[config.mk]
export PLATFORM = sky130hd
export DESIGN_NAME = twu_top
export DESIGN_NICKNAME = d
export VERILOG_FILES = /design/src/rtl/twu_pkg.sv /design/src/rtl/twu_top.sv
export VERILOG_INCLUDE_DIRS = /design/src /design/src/rtl
export SDC_FILE = /design/constraint.sdc
export NUM_CORES = 1
export LEC_CHECK = 0
export BUFFER_PORTS_ARGS = -buffer_cell sky130_fd_sc_hd__buf_2
export CAP_MARGIN = 20
export CELL_PAD_IN_SITES_DETAIL_PLACEMENT = 1
export CELL_PAD_IN_SITES_GLOBAL_PLACEMENT = 1
export CORE_MARGIN = 5
export CORE_UTILIZATION = 39
export CTS_BUF_LIST = sky130_fd_sc_hd__clkbuf_2
export DETAILED_ROUTE_END_ITERATION = 10
export MAX_ROUTING_LAYER = met4
export PLACE_DENSITY = 0.87
export SLEW_MARGIN = 15
export SYNTH_ARGS = -nofsm -noshare
export SYNTH_HDL_FRONTEND = slang
export SYNTH_SLANG_ARGS = --single-unit
[constraint.sdc]
create_clock -name core_clk -period 3.31 [get_ports core_clk]
set_input_delay 0.662 -clock core_clk [delete_from_list [all_inputs] [get_ports core_clk]]
set_output_delay 0.662 -clock core_clk [all_outputs]
set_load 0.02 [all_outputs]
[src/rtl/twu_map.svh]
// register indices, key values, reset values and timing counts
`ifndef TWU_MAP_SVH
`define TWU_MAP_SVH
// register indices, byte address is four times the index
`define TWU_IDX_KEY 8'hc7
`define TWU_IDX_STAT 8'hc8
`define TWU_IDX_PMC 8'ha3
`define TWU_IDX_CHIP 8'h9f
`define TWU_IDX_ISP 8'ha4
`define TWU_IDX_BOOT 8'h9c
`define TWU_IDX_WD0 8'hd8
`define TWU_IDX_WD1 8'hab
`define TWU_NO_SLOT 3'd7
// key values
`define TWU_KEY_OPEN 8'haa
`define TWU_KEY_CONF 8'h55
`define TWU_KEY_RST 8'hff
// status bit positions
`define TWU_STAT_OPEN 0
`define TWU_STAT_WAIT 1
`define TWU_STAT_DROP 2
// reset value of protected registers
`define TWU_PROT_RST 8'h00
// timing, in machine cycles
`define TWU_GAP_MC 2'd3
`define TWU_WIN_MC 2'd3
// core clocks per machine cycle
`define TWU_MC_CLKS 4
`endif

[src/rtl/twu_pkg.sv]
// types of the timed write unlock gate
package twu_pkg;
    typedef logic [7:0] twu_byte_t;
    typedef enum logic [1:0] {
        TWU_IDLE = 2'b01,
        TWU_WAIT = 2'b10
    } twu_key_e;
    typedef struct packed {
        logic setup;
        logic acc;
        logic wr;
        logic ok;
        logic [7:0] idx;
        logic [7:0] wdat;
    } twu_req_s;
endpackage

[src/rtl/twu_top.sv]
// timed write unlock gate with its six protected registers, apb slave
`timescale 1ns/100ps
`include "twu_map.svh"

module twu_top
    import twu_pkg::*;
#(
    parameter int unsigned MC_CLKS = `TWU_MC_CLKS,
    parameter int unsigned ADDR_W = 12
) (
    // clock and reset
    input wire logic core_clk,
    input wire logic sys_rst,
    // apb slave
    input wire logic psel,
    input wire logic penable,
    input wire logic pwrite,
    input wire logic [ADDR_W-1:0] paddr,
    input wire logic [31:0] pwdata,
    output logic pready,
    output logic [31:0] prdata,
    output logic pslverr,
    // protected register contents
    output logic [5:0][7:0] prot_regs
);
    localparam int DIV_W = (MC_CLKS > 1) ? $clog2(MC_CLKS) : 1;

    function automatic logic [2:0] slot_of(input logic [7:0] idx);
        case (idx)
            `TWU_IDX_PMC: slot_of = 3'd0;
            `TWU_IDX_CHIP: slot_of = 3'd1;
            `TWU_IDX_ISP: slot_of = 3'd2;
            `TWU_IDX_BOOT: slot_of = 3'd3;
            `TWU_IDX_WD0: slot_of = 3'd4;
            `TWU_IDX_WD1: slot_of = 3'd5;
            default: slot_of = `TWU_NO_SLOT;
        endcase
    endfunction

    logic [DIV_W-1:0] div_q, div_d;
    logic tick_q, tick_d;
    twu_key_e st_q, st_d;
    logic [1:0] gap_q, gap_d;
    logic [1:0] win_q, win_d;
    logic [5:0][7:0] prot_q, prot_d;
    logic drop_q, drop_d;
    logic pready_q, pready_d;
    logic pslverr_q, pslverr_d;
    logic [31:0] prdata_q, prdata_d;
    twu_req_s rq;
    logic wr_key, key_ok55, prot_wr, stat_wr, win_open;
    logic [2:0] wr_slot, rd_slot;
    twu_byte_t rd_byte;

    assign pready = pready_q;
    assign prdata = prdata_q;
    assign pslverr = pslverr_q;
    assign prot_regs = prot_q;

    // machine cycle tick
    always_comb begin
        div_d = div_q + 1'b1;
        tick_d = 1'b0;
        if (div_q == DIV_W'(MC_CLKS - 1)) begin
            div_d = '0;
            tick_d = 1'b1;
        end
    end

    always_ff @(posedge core_clk) begin
        if (sys_rst) begin
            div_q <= '0;
            tick_q <= 1'b0;
        end else begin
            div_q <= div_d;
            tick_q <= tick_d;
        end
    end

    // request decode
    always_comb begin
        rq.setup = psel & ~penable;
        rq.acc = psel & penable & pready_q;
        rq.wr = pwrite;
        rq.ok = (paddr[ADDR_W-1:10] == '0) && (paddr[1:0] == 2'b00);
        rq.idx = paddr[9:2];
        rq.wdat = pwdata[7:0];
    end

    assign wr_slot = slot_of(rq.idx);
    assign rd_slot = slot_of(rq.idx);
    assign wr_key = rq.acc & rq.wr & rq.ok & (rq.idx == `TWU_IDX_KEY);
    assign stat_wr = rq.acc & rq.wr & rq.ok & (rq.idx == `TWU_IDX_STAT);
    assign prot_wr = rq.acc & rq.wr & rq.ok & (wr_slot != `TWU_NO_SLOT);
    assign win_open = (win_q != 2'd0);
    assign key_ok55 = wr_key && (rq.wdat == `TWU_KEY_CONF) && (st_q == TWU_WAIT) && (gap_q != 2'd0);

    // key sequence and window
    always_comb begin
        st_d = st_q;
        gap_d = gap_q;
        win_d = win_q;
        if (tick_q && gap_q != 2'd0) begin
            gap_d = gap_q - 2'd1;
        end
        if (tick_q && win_open) begin
            win_d = win_q - 2'd1;
        end
        if (st_q == TWU_WAIT && gap_q == 2'd0) begin
            st_d = TWU_IDLE;
        end
        if (wr_key) begin
            if (rq.wdat == `TWU_KEY_OPEN) begin
                st_d = TWU_WAIT;
                gap_d = `TWU_GAP_MC;
            end else if (key_ok55) begin
                st_d = TWU_IDLE;
                gap_d = 2'd0;
                win_d = `TWU_WIN_MC;
            end else begin
                st_d = TWU_IDLE;
                gap_d = 2'd0;
            end
        end
    end

    always_ff @(posedge core_clk) begin
        if (sys_rst) begin
            st_q <= TWU_IDLE;
            gap_q <= 2'd0;
            win_q <= 2'd0;
        end else begin
            st_q <= st_d;
            gap_q <= gap_d;
            win_q <= win_d;
        end
    end

    // protected registers and dropped-write flag
    always_comb begin
        prot_d = prot_q;
        drop_d = drop_q;
        if (stat_wr && rq.wdat[`TWU_STAT_DROP]) begin
            drop_d = 1'b0;
        end
        for (int i = 0; i < 6; i++) begin
            if (prot_wr && wr_slot == 3'(i) && win_open) begin
                prot_d[i] = rq.wdat;
            end
        end
        if (prot_wr && !win_open) begin
            drop_d = 1'b1;
        end
    end

    always_ff @(posedge core_clk) begin
        if (sys_rst) begin
            prot_q <= {6{`TWU_PROT_RST}};
            drop_q <= 1'b0;
        end else begin
            prot_q <= prot_d;
            drop_q <= drop_d;
        end
    end

    // apb answer, one wait-free access phase
    always_comb begin
        rd_byte = 8'h00;
        if (rd_slot != `TWU_NO_SLOT) begin
            rd_byte = prot_q[rd_slot];
        end else if (rq.idx == `TWU_IDX_STAT) begin
            rd_byte[`TWU_STAT_OPEN] = win_open;
            rd_byte[`TWU_STAT_WAIT] = (st_q == TWU_WAIT);
            rd_byte[`TWU_STAT_DROP] = drop_q;
        end
    end

    always_comb begin
        pready_d = rq.setup;
        pslverr_d = 1'b0;
        prdata_d = 32'h0000_0000;
        if (rq.setup) begin
            pslverr_d = !(rq.ok && (rd_slot != `TWU_NO_SLOT || rq.idx == `TWU_IDX_KEY ||
                rq.idx == `TWU_IDX_STAT));
            if (!rq.wr && rq.ok) begin
                prdata_d = {24'h00_0000, rd_byte};
            end
        end
    end

    always_ff @(posedge core_clk) begin
        if (sys_rst) begin
            pready_q <= 1'b0;
            pslverr_q <= 1'b0;
            prdata_q <= 32'h0000_0000;
        end else begin
            pready_q <= pready_d;
            pslverr_q <= pslverr_d;
            prdata_q <= prdata_d;
        end
    end

    // ticks since the window last opened, for checking only
    logic [2:0] tk_q, tk_d;
    always_comb begin
        tk_d = tk_q;
        if (key_ok55) begin
            tk_d = 3'd0;
        end else if (tick_q && tk_q != 3'd7) begin
            tk_d = tk_q + 3'd1;
        end
    end

    always_ff @(posedge core_clk) begin
        if (sys_rst) begin
            tk_q <= 3'd7;
        end else begin
            tk_q <= tk_d;
        end
    end
endmodule

==> qor.txt, run 1 <==
==================================================================================
Clock transition at the registers of the reported paths                    0.20 ns
Count of endpoints failing setup in the final report                             0
Lkg Pwr                                                                    1.67 nW
Cell chosen for the clock root                                        sky130_fd_sc_hd__clkbuf_2
Number of cells on the critical path                                             6
Ordered list of cells on the worst path                               buf_2 > or4_4 > or3_1 > nor3_2 > nand4_1 > a21oi_1
Top cell type's share of synthesized area                                    40.4%
Setup CP Type                                                         input pin to register
Arrival time worst endpoint                                                2.89 ns
Routed wire length                                                         11.7 mm
Critical path destination                                             prot_regs[33]
Diodes inserted                                                                  0
Dominant cells by area after synthesis                                sky130_fd_sc_hd__dfxtp_1, sky130_fd_sc_hd__a21oi_1, sky130_fd_sc_hd__buf_4
Die footprint                                                            10600 µm²
Detailed router's first-iteration violation count                              217
Setup repair after global routing missed its margin                             no
Vias per cell                                                                 5.78
Nature of the critical path startpoint                                   input pin
Main synth FF type                                                    sky130_fd_sc_hd__dfxtp_1
Post-Synth XOR/XNOR Area                                                    0.260%
Placement Setup Slack                                                     0.369 ns
Shortest period the worst path allows                                      2.44 ns
Smallest setup slack after layout                                         0.868 ns
DRC violation count after routing                                                0
Worst-Margin Slew                                                         0.750 ns
Port Buf Inserts                                                                82
Global-route wire length before repair                                     18.0 mm
Nature of the critical path endpoint                                      register
Std cell rows                                                                   34
Multiplexer share of the synthesized area                                    4.75%
Post-route cell area                                                      3950 µm²
Average cell area after synthesis                                         8.60 µm²
Worst ir drop on vdd                                                    0.000196 V
Most common cell in the synthesized netlist                           sky130_fd_sc_hd__dfxtp_1
Fin cells                                                                      583
PD cells                                                                387 nW/µm²
Area growth syn-to-layout                                                    17.2%
Worst min path class                                                  input pin to register
Simple logic cell fraction of the synthesized area                           25.4%
Dominant combinational cell family by area after synthesis            simple AND/OR/NAND/NOR gates
Launching instance or port of the critical path                          paddr[11]
Cell taking the most area after synthesis                             sky130_fd_sc_hd__dfxtp_1
Overall die width                                                           103 µm
Number of global-route vias before repair                                     3444
Antenna violations before repair                                                 0
Data required time at the worst endpoint                                   3.76 ns
Final nets                                                                     522
Count of distinct cell types in the synthesized netlist                         59
H-tree depth                                                                     3
FF-to-FF path depth                                                              6
Worst reg2reg endpoint                                                prot_regs[33]
Outcome                                                               finished, final reports clean
Post-synth EDFFs                                                                 0
Largest stage delay, worst path                                            0.62 ns
Buf/Inv on CP                                                                    1
Number of placed instances with taps included                                  567
Worst hold slack after final layout                                       0.387 ns
Post-route clock skew                                                    0.0298 ns
Overall global routing resource usage                                        22.7%
Gate Count Post-Synth                                                          392
Sequential element share of the synthesized area                             40.4%
Number of synthesis warnings                                                     0
Starting utilization of the core area                                        39.2%
Cell area after synthesis                                                 3370 µm²
Gr ovfl total                                                                    0
Clk_lat worst skew                                                         0.54 ns
Worst reg2reg setup slack                                                  0.93 ns
# clock sinks                                                                   68
Pins over their slew limit                                                       0
Synthesized flop and latch total                                                68
Slew margin rel.                                                             49.5%
Via total after detailed routing                                              3372
Pin count of the biggest net entering global routing                            59
Total placed instance area                                                3810 µm²
Crit-path leading delay family                                        simple AND/OR/NAND/NOR gates
Number of instances resized during post-cts repair                               0
Maximum buffer depth of the clock tree                                           2
Number of buffers inserted by hold repair at cts                                 0
Max-cap violations                                                               0
Hpwl dp                                                                    8.56 mm
Inserted Clock Buffers                                                           9
Synthesized-area fraction occupied by adder cells                            1.11%
R2r startpoint                                                            win_q[0]
Highest-delay cell along the critical path                            sky130_fd_sc_hd__or3_1
Count of fill cells added during filler insertion                             1065
Compound-gate portion of the synthesized area                                19.0%
Count of final hold-check violations                                             0
Largest fanout on the critical path                                             11
Period utilisation layout                                                    73.8%
Routability cong.                                                            0.920
Async set-or-reset flop fraction in the synthesized netlist                     0%
Maximum clock rate                                                         410 MHz
DR pass1 iterations                                                              5
CTS tree                                                                     built
Buffers inserted by post-CTS timing repair                                       0
Average detailed-routed wire length per instance                           20.1 µm
Top-Level Pins                                                                 131
Ranking of synthesized cells by instance count                        sky130_fd_sc_hd__dfxtp_1, sky130_fd_sc_hd__a21oi_1, sky130_fd_sc_hd__nand2_1
Antenna viol nets, final                                                         0
Core region area                                                          8590 µm²
Setup TNS Final                                                               0 ns
Die Y                                                                       103 µm
Share of final-layout standard cells stronger than drive strength 1          25.3%
==================================================================================
-- layout make-up --
cell class	instances	area, µm²	share of cell area, %
clock buffer	9	45.0	1.14
sequential	68	1360	34.5
multi-input combinational	292	1810	45.7
inverter	9	33.8	0.855
clock inverter	7	98.8	2.50
tap	108	135	3.42
timing repair buffer	90	470	11.9
-- routing by layer --
metal,part of all wire [%],GRT usage [%],wire length (µm)
met5,0,-,0
met4,1.2,5.88,142
met3,5.6,3.25,657
met2,51,38.1,5980
met1,42,28.6,4920
-- through the flow --
step	power, mW	util [%]
3_5_place_dp	0.950	44.3
3_3_place_gp	0.946	44.3
6_report	1.53	46.0
4_1_cts	1.53	46.0
2_1_floorplan	0.927	-
5_1_grt	1.58	46.0
-- cell families (layout without fill, tap and decap cells) --
group | Yosys count | count (layout)
other | 1 | 24
XOR/XNOR | 1 | 1
multiplexers | 16 | 16
AND/OR/NAND/NOR | 149 | 149
buffers and inverters | 55 | 115
flip-flops | 68 | 68
adder cells (fa/ha/maj) | 3 | 3
AO/OA/AOI/OAI | 99 | 99
-- placed cells by master (no fill, tap or decap), drive strengths merged, types with 3 or more instances in the layout --
master | netlist | final
nor2 | 27 | 27
inv | 9 | 10
a211oi | 4 | 4
buf | 30 | 90
nand3 | 29 | 29
nor2b | 3 | 3
clkinv | 0 | 3
o21ai | 13 | 13
nor4 | 4 | 4
or4 | 3 | 3
conb | 1 | 24
nand2 | 39 | 39
a21oi | 42 | 42
nand4b | 4 | 4
and4bb | 3 | 3
nor3 | 4 | 4
clkbuf | 16 | 9
a31oi | 5 | 5
dfxtp | 68 | 68
a222oi | 6 | 6
ha | 3 | 3
nor4b | 3 | 3
and3 | 3 | 3
nand4 | 10 | 10
nand2b | 3 | 3
a22o | 6 | 6
a22oi | 3 | 3
mux2i | 16 | 16
o31ai | 8 | 8
-- sequential cells by signal, indices dropped and copies added (netlist names) --
register / cells
div_q: 2
drop_q: 1
gap_q: 2
prdata: 8
pready: 1
prot_regs: 48
pslverr: 1
st_q: 2
tick_q: 1
win_q: 2
-- worst min path at each step --
stage / from / end / slack [ns] / cells after the start
after floorplan: div_q[0] / div_q[0] / 0.41 / 1
after global placement: div_q[0] / div_q[0] / 0.41 / 1
after detailed placement: div_q[0] / div_q[0] / 0.43 / 1
after CTS: penable / pslverr / 0.38 / 3
after global routing: penable / pslverr / 0.38 / 3
final: paddr[0] / pslverr / 0.39 / 3
-- tightest hold or removal path: stages --
cell and delay [ns]:
sky130_fd_sc_hd__buf_2 0.09, sky130_fd_sc_hd__nor4_1 0.04, sky130_fd_sc_hd__a21oi_1 0.10
-- power breakdown --
group	leakage [nW]	switching (mW)	internal [mW]	total [mW]
Combinational	1.03	0.0824	0.0269	0.109
Sequential	0.548	0.00184	0.825	0.827
Clock	0.0825	0.341	0.253	0.594
Power figures use the tool's default switching activity.
==> run 2, diff against run 1 <==
--- a/config.mk
+++ b/config.mk
@@ -11,11 +11,11 @@
 export CELL_PAD_IN_SITES_DETAIL_PLACEMENT = 1
 export CELL_PAD_IN_SITES_GLOBAL_PLACEMENT = 1
 export CORE_MARGIN = 5
-export CORE_UTILIZATION = 39
+export CORE_UTILIZATION = 33
 export CTS_BUF_LIST = sky130_fd_sc_hd__clkbuf_2
 export DETAILED_ROUTE_END_ITERATION = 10
 export MAX_ROUTING_LAYER = met4
-export PLACE_DENSITY = 0.87
+export PLACE_DENSITY = 0.79
 export SLEW_MARGIN = 15
 export SYNTH_ARGS = -nofsm -noshare
 export SYNTH_HDL_FRONTEND = slang
==> constraint.sdc (replaced) <==
create_clock -name core_clk -period 2.1 [get_ports core_clk]
set_input_delay 0.42 -clock core_clk [delete_from_list [all_inputs] [get_ports core_clk]]
set_output_delay 0.42 -clock core_clk [all_outputs]
set_load 0.02 [all_outputs]
==> qor.txt, run 2 (synthesized netlist as in run 1, its figures left out) <==
==================================================================================
Outcome                                                               finished, final reports clean   unchanged
Setup repair after global routing missed its margin                             no   unchanged
Via total after detailed routing                                              3499   was 3372
Hpwl dp                                                                    9.13 mm   was 8.56 mm
Largest stage delay, worst path                                            0.57 ns   was 0.62 ns
Vias per cell                                                                 5.33   was 5.78
Gr ovfl total                                                                    0   unchanged
Buf/Inv on CP                                                                    1   unchanged
Pin count of the biggest net entering global routing                            59   unchanged
Worst Hold Path Cells                                                            3   unchanged
Data required time at the worst endpoint                                   2.49 ns   was 3.76 ns
Maximum buffer depth of the clock tree                                           2   unchanged
Detailed router's first-iteration violation count                              211   was 217
Shortest period the worst path allows                                      1.89 ns
Worst hold slack after final layout                                       0.225 ns   was 0.387 ns
Die footprint                                                            12300 µm²   was 10600 µm²
Cell chosen for the clock root                                        sky130_fd_sc_hd__clkbuf_2   unchanged
Count of fill cells added during filler insertion                             1247   was 1065
DR pass1 iterations                                                              4   was 5
Worst reg2reg endpoint                                                prot_regs[25]   was prot_regs[33]
Nature of the critical path endpoint                                      register   unchanged
Routed wire length                                                         11.9 mm   was 11.7 mm
Count of final hold-check violations                                             0   unchanged
FF-to-FF path depth                                                              8   was 6
Die Y                                                                       111 µm   was 103 µm
Std cell rows                                                                   37   was 34
Setup CP Type                                                         input pin to register   unchanged
Clk_lat worst skew                                                         0.51 ns   was 0.54 ns
Clock transition at the registers of the reported paths                    0.21 ns   was 0.20 ns
Global-route wire length before repair                                     19.3 mm   was 18.0 mm
Port Buf Inserts                                                                82   unchanged
Highest-delay cell along the critical path                            sky130_fd_sc_hd__or4_4   was sky130_fd_sc_hd__or3_1
Share of final-layout standard cells stronger than drive strength 1          31.5%   was 25.3%
Antenna viol nets, final                                                         0   unchanged
Start point of the worst hold path                                        paddr[0]   unchanged
DRC violation count after routing                                                0   unchanged
Reg area                                                                  1360 µm²   unchanged
Max-cap violations                                                               0   unchanged
Fin cells                                                                      656   was 583
PD cells                                                                506 nW/µm²   was 387 nW/µm²
Inserted Clock Buffers                                                           9   unchanged
Worst reg2reg setup slack                                                  0.25 ns   was 0.93 ns
Launching instance or port of the critical path                          paddr[11]   unchanged
# clock sinks                                                                   68   unchanged
Area growth syn-to-layout                                                    27.4%   was 17.2%
Routability cong.                                                            0.905   was 0.920
CTS tree                                                                     built   unchanged
Number of placed instances with taps included                                  640   was 567
Crit-path leading delay family                                        simple AND/OR/NAND/NOR gates   unchanged
Ordered list of cells on the worst path                               buf_2 > or4_4 > or3_1 > nor3_1 > a311oi_1 > a221oi_1   was buf_2 > or4_4 > or3_1 > nor3_2 > nand4_1 > a21oi_1
Commonest non-fill, non-tap cells in the layout                       sky130_fd_sc_hd__buf_2, sky130_fd_sc_hd__dfxtp_1, sky130_fd_sc_hd__buf_4   was sky130_fd_sc_hd__buf_2, sky130_fd_sc_hd__dfxtp_1, sky130_fd_sc_hd__a21oi_1
Final core utilization                                                       42.4%   was 46.0%
Post-route clock skew                                                    0.0314 ns   was 0.0298 ns
R2r startpoint                                                            win_q[0]   unchanged
Period utilisation layout                                                    89.9%
Lkg Pwr                                                                    1.86 nW   was 1.67 nW
Antenna violations before repair                                                 0   unchanged
Slew margin rel.                                                             58.4%   was 49.5%
Top-Level Pins                                                                 131   unchanged
Worst-Margin Slew                                                         0.624 ns   was 0.750 ns
Diodes inserted                                                                  0   unchanged
Number of global-route vias before repair                                     3788   was 3444
Largest fanout on the critical path                                              5   was 11
Starting utilization of the core area                                        33.3%   was 39.2%
Maximum clock rate                                                         529 MHz
Buffers inserted by post-CTS timing repair                                       0   unchanged
Pins over their slew limit                                                       0   unchanged
Leading cell type in the layout, fill and taps excluded               sky130_fd_sc_hd__buf_2   unchanged
Area of combinational cells with multiple inputs                          1810 µm²   unchanged
Count of endpoints failing setup in the final report                             0   unchanged
Final nets                                                                     567   was 522
Worst min path class                                                  input pin to register   unchanged
Arrival time worst endpoint                                                2.28 ns   was 2.89 ns
Number of flip-flops under the largest register name                            48   unchanged
Nature of the critical path startpoint                                   input pin   unchanged
Average detailed-routed wire length per instance                           18.2 µm   was 20.1 µm
H-tree depth                                                                     3   unchanged
Worst ir drop on vdd                                                    0.000232 V   was 0.000196 V
Worst hold path endpoint                                                   pslverr   unchanged
Overall die width                                                           111 µm   was 103 µm
Core region area                                                         10100 µm²   was 8590 µm²
Overall global routing resource usage                                        19.7%   was 22.7%
==================================================================================
==> run 2: routing by layer <==
| layer | routed length, µm | track usage, % | vias up |
|---|---|---|---|
| met2 | 6010 | 33.0 | 103 |
| met4 | 240 | 6.49 | 0 |
| met1 | 5100 | 23.9 | 1719 |
| li1 | - | - | 1656 |
| met3 | 594 | 3.77 | 21 |
| met5 | 0 | - | - |
==> run 2: worst register-to-register path, cell delays in order, from the launching register on <==
cell                      delay (ns)
sky130_fd_sc_hd__dfxtp_1        0.38
sky130_fd_sc_hd__inv_1          0.05
sky130_fd_sc_hd__ha_1           0.21
sky130_fd_sc_hd__buf_4          0.15
sky130_fd_sc_hd__nor3_2         0.30
sky130_fd_sc_hd__buf_4          0.24
sky130_fd_sc_hd__nand2_1        0.21
sky130_fd_sc_hd__nand2_1        0.14
sky130_fd_sc_hd__a21oi_1        0.07
==> run 2: final cells by class <==
class,instances,share of cell area [%]
clock buffer,10,1.16
clock inverter,6,0.961
inverter,9,0.786
multi-input combinational,292,42.1
sequential,68,31.7
tap,136,3.96
timing repair buffer,135,19.4
==> run 2: worst max path at each step <==
stage,to,cells after the start
after CTS,prot_regs[10],7
after global placement,prdata[0],6
after floorplan,st_q[0],5
after global routing,prot_regs[18],8
final,prdata[0],6
after detailed placement,prdata[0],6
==> run 2: what timing repair did <==
| action | 4_1_cts | 5_1_grt |
|---|---|---|
| resized for setup | 0 | 1 |
| endpoints found under the hold margin | 0 | 0 |
| endpoints found under the setup margin | 0 | 5 |
| hold buffers | 0 | 0 |
==> run 2: where the power goes <==
part	internal (mW)	switching [mW]
Clock	0.158	0.519
Sequential	1.30	0.00264
Combinational	0.0586	0.134
==> run 2: per-stage QoR <==
| stage | worst slack, ns | total power [mW] | setup TNS [ns] | instance area, µm² |
|---|---|---|---|---|
| 2_1_floorplan | -0.0345 | 1.46 | -0.0345 | 3470 |
| 3_3_place_gp | -0.235 | 1.51 | -7.20 | 4210 |
| 3_5_place_dp | -0.270 | 1.52 | -8.46 | 4210 |
| 4_1_cts | 0.144 | 2.19 | 0 | 4300 |
| 5_1_grt | 0.0617 | 2.25 | 0 | 4300 |
| 6_report | 0.211 | 2.17 | 0 | 4300 |
==> run 3, diff against run 2 <==
--- a/config.mk
+++ b/config.mk
@@ -6,16 +6,16 @@
 export SDC_FILE = /design/constraint.sdc
 export NUM_CORES = 1
 export LEC_CHECK = 0
+export ABC_AREA = 1
 export BUFFER_PORTS_ARGS = -buffer_cell sky130_fd_sc_hd__buf_2
-export CAP_MARGIN = 20
 export CELL_PAD_IN_SITES_DETAIL_PLACEMENT = 1
 export CELL_PAD_IN_SITES_GLOBAL_PLACEMENT = 1
 export CORE_MARGIN = 5
-export CORE_UTILIZATION = 33
+export CORE_UTILIZATION = 32
 export CTS_BUF_LIST = sky130_fd_sc_hd__clkbuf_2
 export DETAILED_ROUTE_END_ITERATION = 10
 export MAX_ROUTING_LAYER = met4
-export PLACE_DENSITY = 0.79
+export PLACE_DENSITY = 0.78
 export SLEW_MARGIN = 15
 export SYNTH_ARGS = -nofsm -noshare
 export SYNTH_HDL_FRONTEND = slang
==> qor.txt, run 3 <==
==================================================================================
Outcome                                                               finished, final reports clean   unchanged
Count of endpoints failing setup in the final report                             0   unchanged
Synthesized-area fraction occupied by adder cells                            1.10%   was 1.11%
Dominant cells by area after synthesis                                sky130_fd_sc_hd__dfxtp_1, sky130_fd_sc_hd__a21oi_1, sky130_fd_sc_hd__inv_1   was sky130_fd_sc_hd__dfxtp_1, sky130_fd_sc_hd__a21oi_1, sky130_fd_sc_hd__buf_4
Cell area after synthesis                                                 3420 µm²   was 3370 µm²
Number of flip-flops under the largest register name                            48   unchanged
Std cell rows                                                                   37   unchanged
Smallest setup slack after layout                                         0.377 ns   was 0.211 ns
Gate Count Post-Synth                                                          459   was 392
Setup repair after global routing missed its margin                             no   unchanged
Worst hold path endpoint                                                    pready   was pslverr
Overall die width                                                           113 µm   was 111 µm
Top cell type's share of synthesized area                                    39.8%   was 40.4%
Final nets                                                                     603   was 567
Number of instances resized during post-cts repair                               0   unchanged
Number of placed instances with taps included                                  676   was 640
Count of distinct cell types in the synthesized netlist                         34   was 59
Worst Hold Path Cells                                                            2   was 3
Clk_lat worst skew                                                         0.50 ns   was 0.51 ns
Pins over their slew limit                                                       0   unchanged
Post-layout power                                                          2.25 mW   was 2.17 mW
Share of total power in sequential cells                                     58.0%   was 60.0%
Sequential element share of the synthesized area                             39.8%   was 40.4%
Switching share of total power                                               28.1%   was 30.2%
Global-route wire length before repair                                     17.6 mm   was 19.3 mm
Gr ovfl total                                                                    0   unchanged
Worst reg2reg setup slack                                                  0.38 ns   was 0.25 ns
Synthesized flop and latch total                                                68   unchanged
Hpwl dp                                                                    8.60 mm   was 9.13 mm
Max-cap violations                                                               0   unchanged
Core region area                                                         10400 µm²   was 10100 µm²
Worst ir drop on vdd                                                    0.000303 V   was 0.000232 V
Placement Setup Slack                                                   -0.0681 ns   was -0.270 ns
Count of final hold-check violations                                             0   unchanged
R2r startpoint                                                              pready   was win_q[0]
Worst min path class                                                  input pin to register   unchanged
Nature of the critical path endpoint                                      register   unchanged
Number of buffers inserted by hold repair at cts                                 0   unchanged
Routability cong.                                                            0.877   was 0.905
Leading cell type in the layout, fill and taps excluded               sky130_fd_sc_hd__buf_2   unchanged
Pint                                                                       1.62 mW   was 1.52 mW
Final core utilization                                                       39.3%   was 42.4%
Maximum buffer depth of the clock tree                                           2   unchanged
Cell chosen for the clock root                                        sky130_fd_sc_hd__clkbuf_2   unchanged
Diodes inserted                                                                  0   unchanged
Largest fanout on the critical path                                              5   unchanged
Dominant combinational cell family by area after synthesis            compound AO/OA/AOI/OAI gates   was simple AND/OR/NAND/NOR gates
Cell taking the most area after synthesis                             sky130_fd_sc_hd__dfxtp_1   unchanged
Simple logic cell fraction of the synthesized area                           20.5%   was 25.4%
Lkg Pwr                                                                    1.84 nW   was 1.86 nW
Ranking of synthesized cells by instance count                        sky130_fd_sc_hd__inv_1, sky130_fd_sc_hd__dfxtp_1, sky130_fd_sc_hd__a21oi_1   was sky130_fd_sc_hd__dfxtp_1, sky130_fd_sc_hd__a21oi_1, sky130_fd_sc_hd__nand2_1
Area growth syn-to-layout                                                    18.9%   was 27.4%
Count of fill cells added during filler insertion                             1366   was 1247
Starting utilization of the core area                                        33.0%   was 33.3%
Most common cell in the synthesized netlist                           sky130_fd_sc_hd__inv_1   was sky130_fd_sc_hd__dfxtp_1
Buffers inserted by post-CTS timing repair                                       0   unchanged
Die footprint                                                            12900 µm²   was 12300 µm²
Via total after detailed routing                                              3361   was 3499
Period utilisation layout                                                    82.1%   was 89.9%
Average detailed-routed wire length per instance                           15.7 µm   was 18.2 µm
Pin count of the biggest net entering global routing                            41   was 59
Net load switching power                                                  0.632 mW   was 0.656 mW
Vias per cell                                                                 4.86   was 5.33
Start point of the worst hold path                                         penable   was paddr[0]
Reg area                                                                  1360 µm²   unchanged
Antenna viol nets, final                                                         0   unchanged
Share of final-layout standard cells stronger than drive strength 1          25.4%   was 31.5%
H-tree depth                                                                     3   unchanged
Detailed router's first-iteration violation count                              139   was 211
Die Y                                                                       113 µm   was 111 µm
Combinational share of power                                                  8.1%   was 8.9%
Top-Level Pins                                                                 131   unchanged
Number of global-route vias before repair                                     3519   was 3788
Maximum clock rate                                                         580 MHz   was 529 MHz
Antenna violations before repair                                                 0   unchanged
Shortest period the worst path allows                                      1.72 ns   was 1.89 ns
Data required time at the worst endpoint                                   2.53 ns   was 2.49 ns
Port Buf Inserts                                                                82   unchanged
Area of combinational cells with multiple inputs                          1620 µm²   was 1810 µm²
Fraction of power consumed by the clock network                              34.0%   was 31.2%
Async set-or-reset flop fraction in the synthesized netlist                     0%   unchanged
Post-Synth XOR/XNOR Area                                                    0.256%   was 0.260%
Commonest non-fill, non-tap cells in the layout                       sky130_fd_sc_hd__buf_2, sky130_fd_sc_hd__inv_1, sky130_fd_sc_hd__dfxtp_1   was sky130_fd_sc_hd__buf_2, sky130_fd_sc_hd__dfxtp_1, sky130_fd_sc_hd__buf_4
Main synth FF type                                                    sky130_fd_sc_hd__dfxtp_1   unchanged
DRC violation count after routing                                                0   unchanged
DR pass1 iterations                                                              5   was 4
Average cell area after synthesis                                         7.46 µm²   was 8.60 µm²
Setup TNS Final                                                               0 ns   unchanged
Routed wire length                                                         10.9 mm   was 11.9 mm
Number of synthesis warnings                                                     0   unchanged
Setup CP Type                                                         register to register   was input pin to register
Overall global routing resource usage                                        17.5%   was 19.7%
Worst reg2reg endpoint                                                     st_q[1]   was prot_regs[25]
Post-synth EDFFs                                                                 0   unchanged
Post-route clock skew                                                    0.0267 ns   was 0.0314 ns
Fin cells                                                                      692   was 656
Compound-gate portion of the synthesized area                                22.8%   was 19.0%
Inserted Clock Buffers                                                           9   unchanged
Arrival time worst endpoint                                                2.15 ns   was 2.28 ns
PD cells                                                                552 nW/µm²   was 506 nW/µm²
Nature of the critical path startpoint                                    register   was input pin
Multiplexer share of the synthesized area                                       0%   was 4.75%
FF-to-FF path depth                                                             10   was 8
Clock transition at the registers of the reported paths                    0.20 ns   was 0.21 ns
CTS tree                                                                     built   unchanged
# clock sinks                                                                   68   unchanged
==================================================================================
[run 3: stage by stage]
stage / hold slack (ns) / area (µm²)
4_1_cts: 0.0705 / 4070
3_3_place_gp: 0.415 / 3960
3_5_place_dp: 0.422 / 3960
2_1_floorplan: 0.408 / 3510
5_1_grt: 0.0889 / 4070
6_report: 0.122 / 4070
[run 3: how the worst max path moves through the flow]
stage | start | to | slack (ns) | cells after the start
2_1_floorplan | paddr[8] | prot_regs[21] | 0.37 | 13
3_3_place_gp | paddr[8] | prot_regs[36] | -0.02 | 13
3_5_place_dp | paddr[8] | prot_regs[35] | -0.07 | 13
4_1_cts | pready | st_q[1] | 0.38 | 10
5_1_grt | pready | st_q[1] | 0.15 | 10
6_report | pready | st_q[1] | 0.38 | 10
[run 3: area by class of cell]
cell class / instances / area share, %
multi-input cells: 304 / 39.8
flip-flops and latches: 68 / 33.4
repair buffers: 95 / 13.1
inverters: 73 / 6.79
well taps: 136 / 4.18
clock inverters: 7 / 1.63
clock buffers: 9 / 1.11
[run 3: power groups by stage]
stage               sequential, mW  clock, mW  combinational [mW]
global route                  1.31      0.848               0.199
floorplan                     1.33          0               0.142
CTS                           1.30      0.790               0.179
global placement              1.33          0               0.173
finish                        1.30      0.764               0.182
detailed placement            1.33          0               0.179
[run 3: routing by layer]
layer,vias up,track usage (%),routed length (µm)
met5,-,-,0
met4,0,5.77,196
met3,16,2.92,536
met2,91,31.2,5640
met1,1611,20.0,4520
li1,1643,-,-
[run 3: logic make-up (layout without fill, tap and decap cells)]
group	Yosys count	in the layout
AO/OA/AOI/OAI	136	136
XOR/XNOR	1	1
adder cells (fa/ha/maj)	3	3
buffers and inverters	110	184
flip-flops	68	68
other	1	24
AND/OR/NAND/NOR	140	140
[run 3: critical path, stage by stage (launching register included)]
cell and delay, ns:
sky130_fd_sc_hd__dfxtp_1 0.40, sky130_fd_sc_hd__nand3_1 0.10, sky130_fd_sc_hd__nor2_1 0.10, sky130_fd_sc_hd__nand2_1 0.18, sky130_fd_sc_hd__inv_1 0.13, sky130_fd_sc_hd__nand2_1 0.16
sky130_fd_sc_hd__inv_1 0.15, sky130_fd_sc_hd__nand3b_1 0.16, sky130_fd_sc_hd__nand2_1 0.12, sky130_fd_sc_hd__nand2_1 0.05, sky130_fd_sc_hd__a21oi_1 0.11
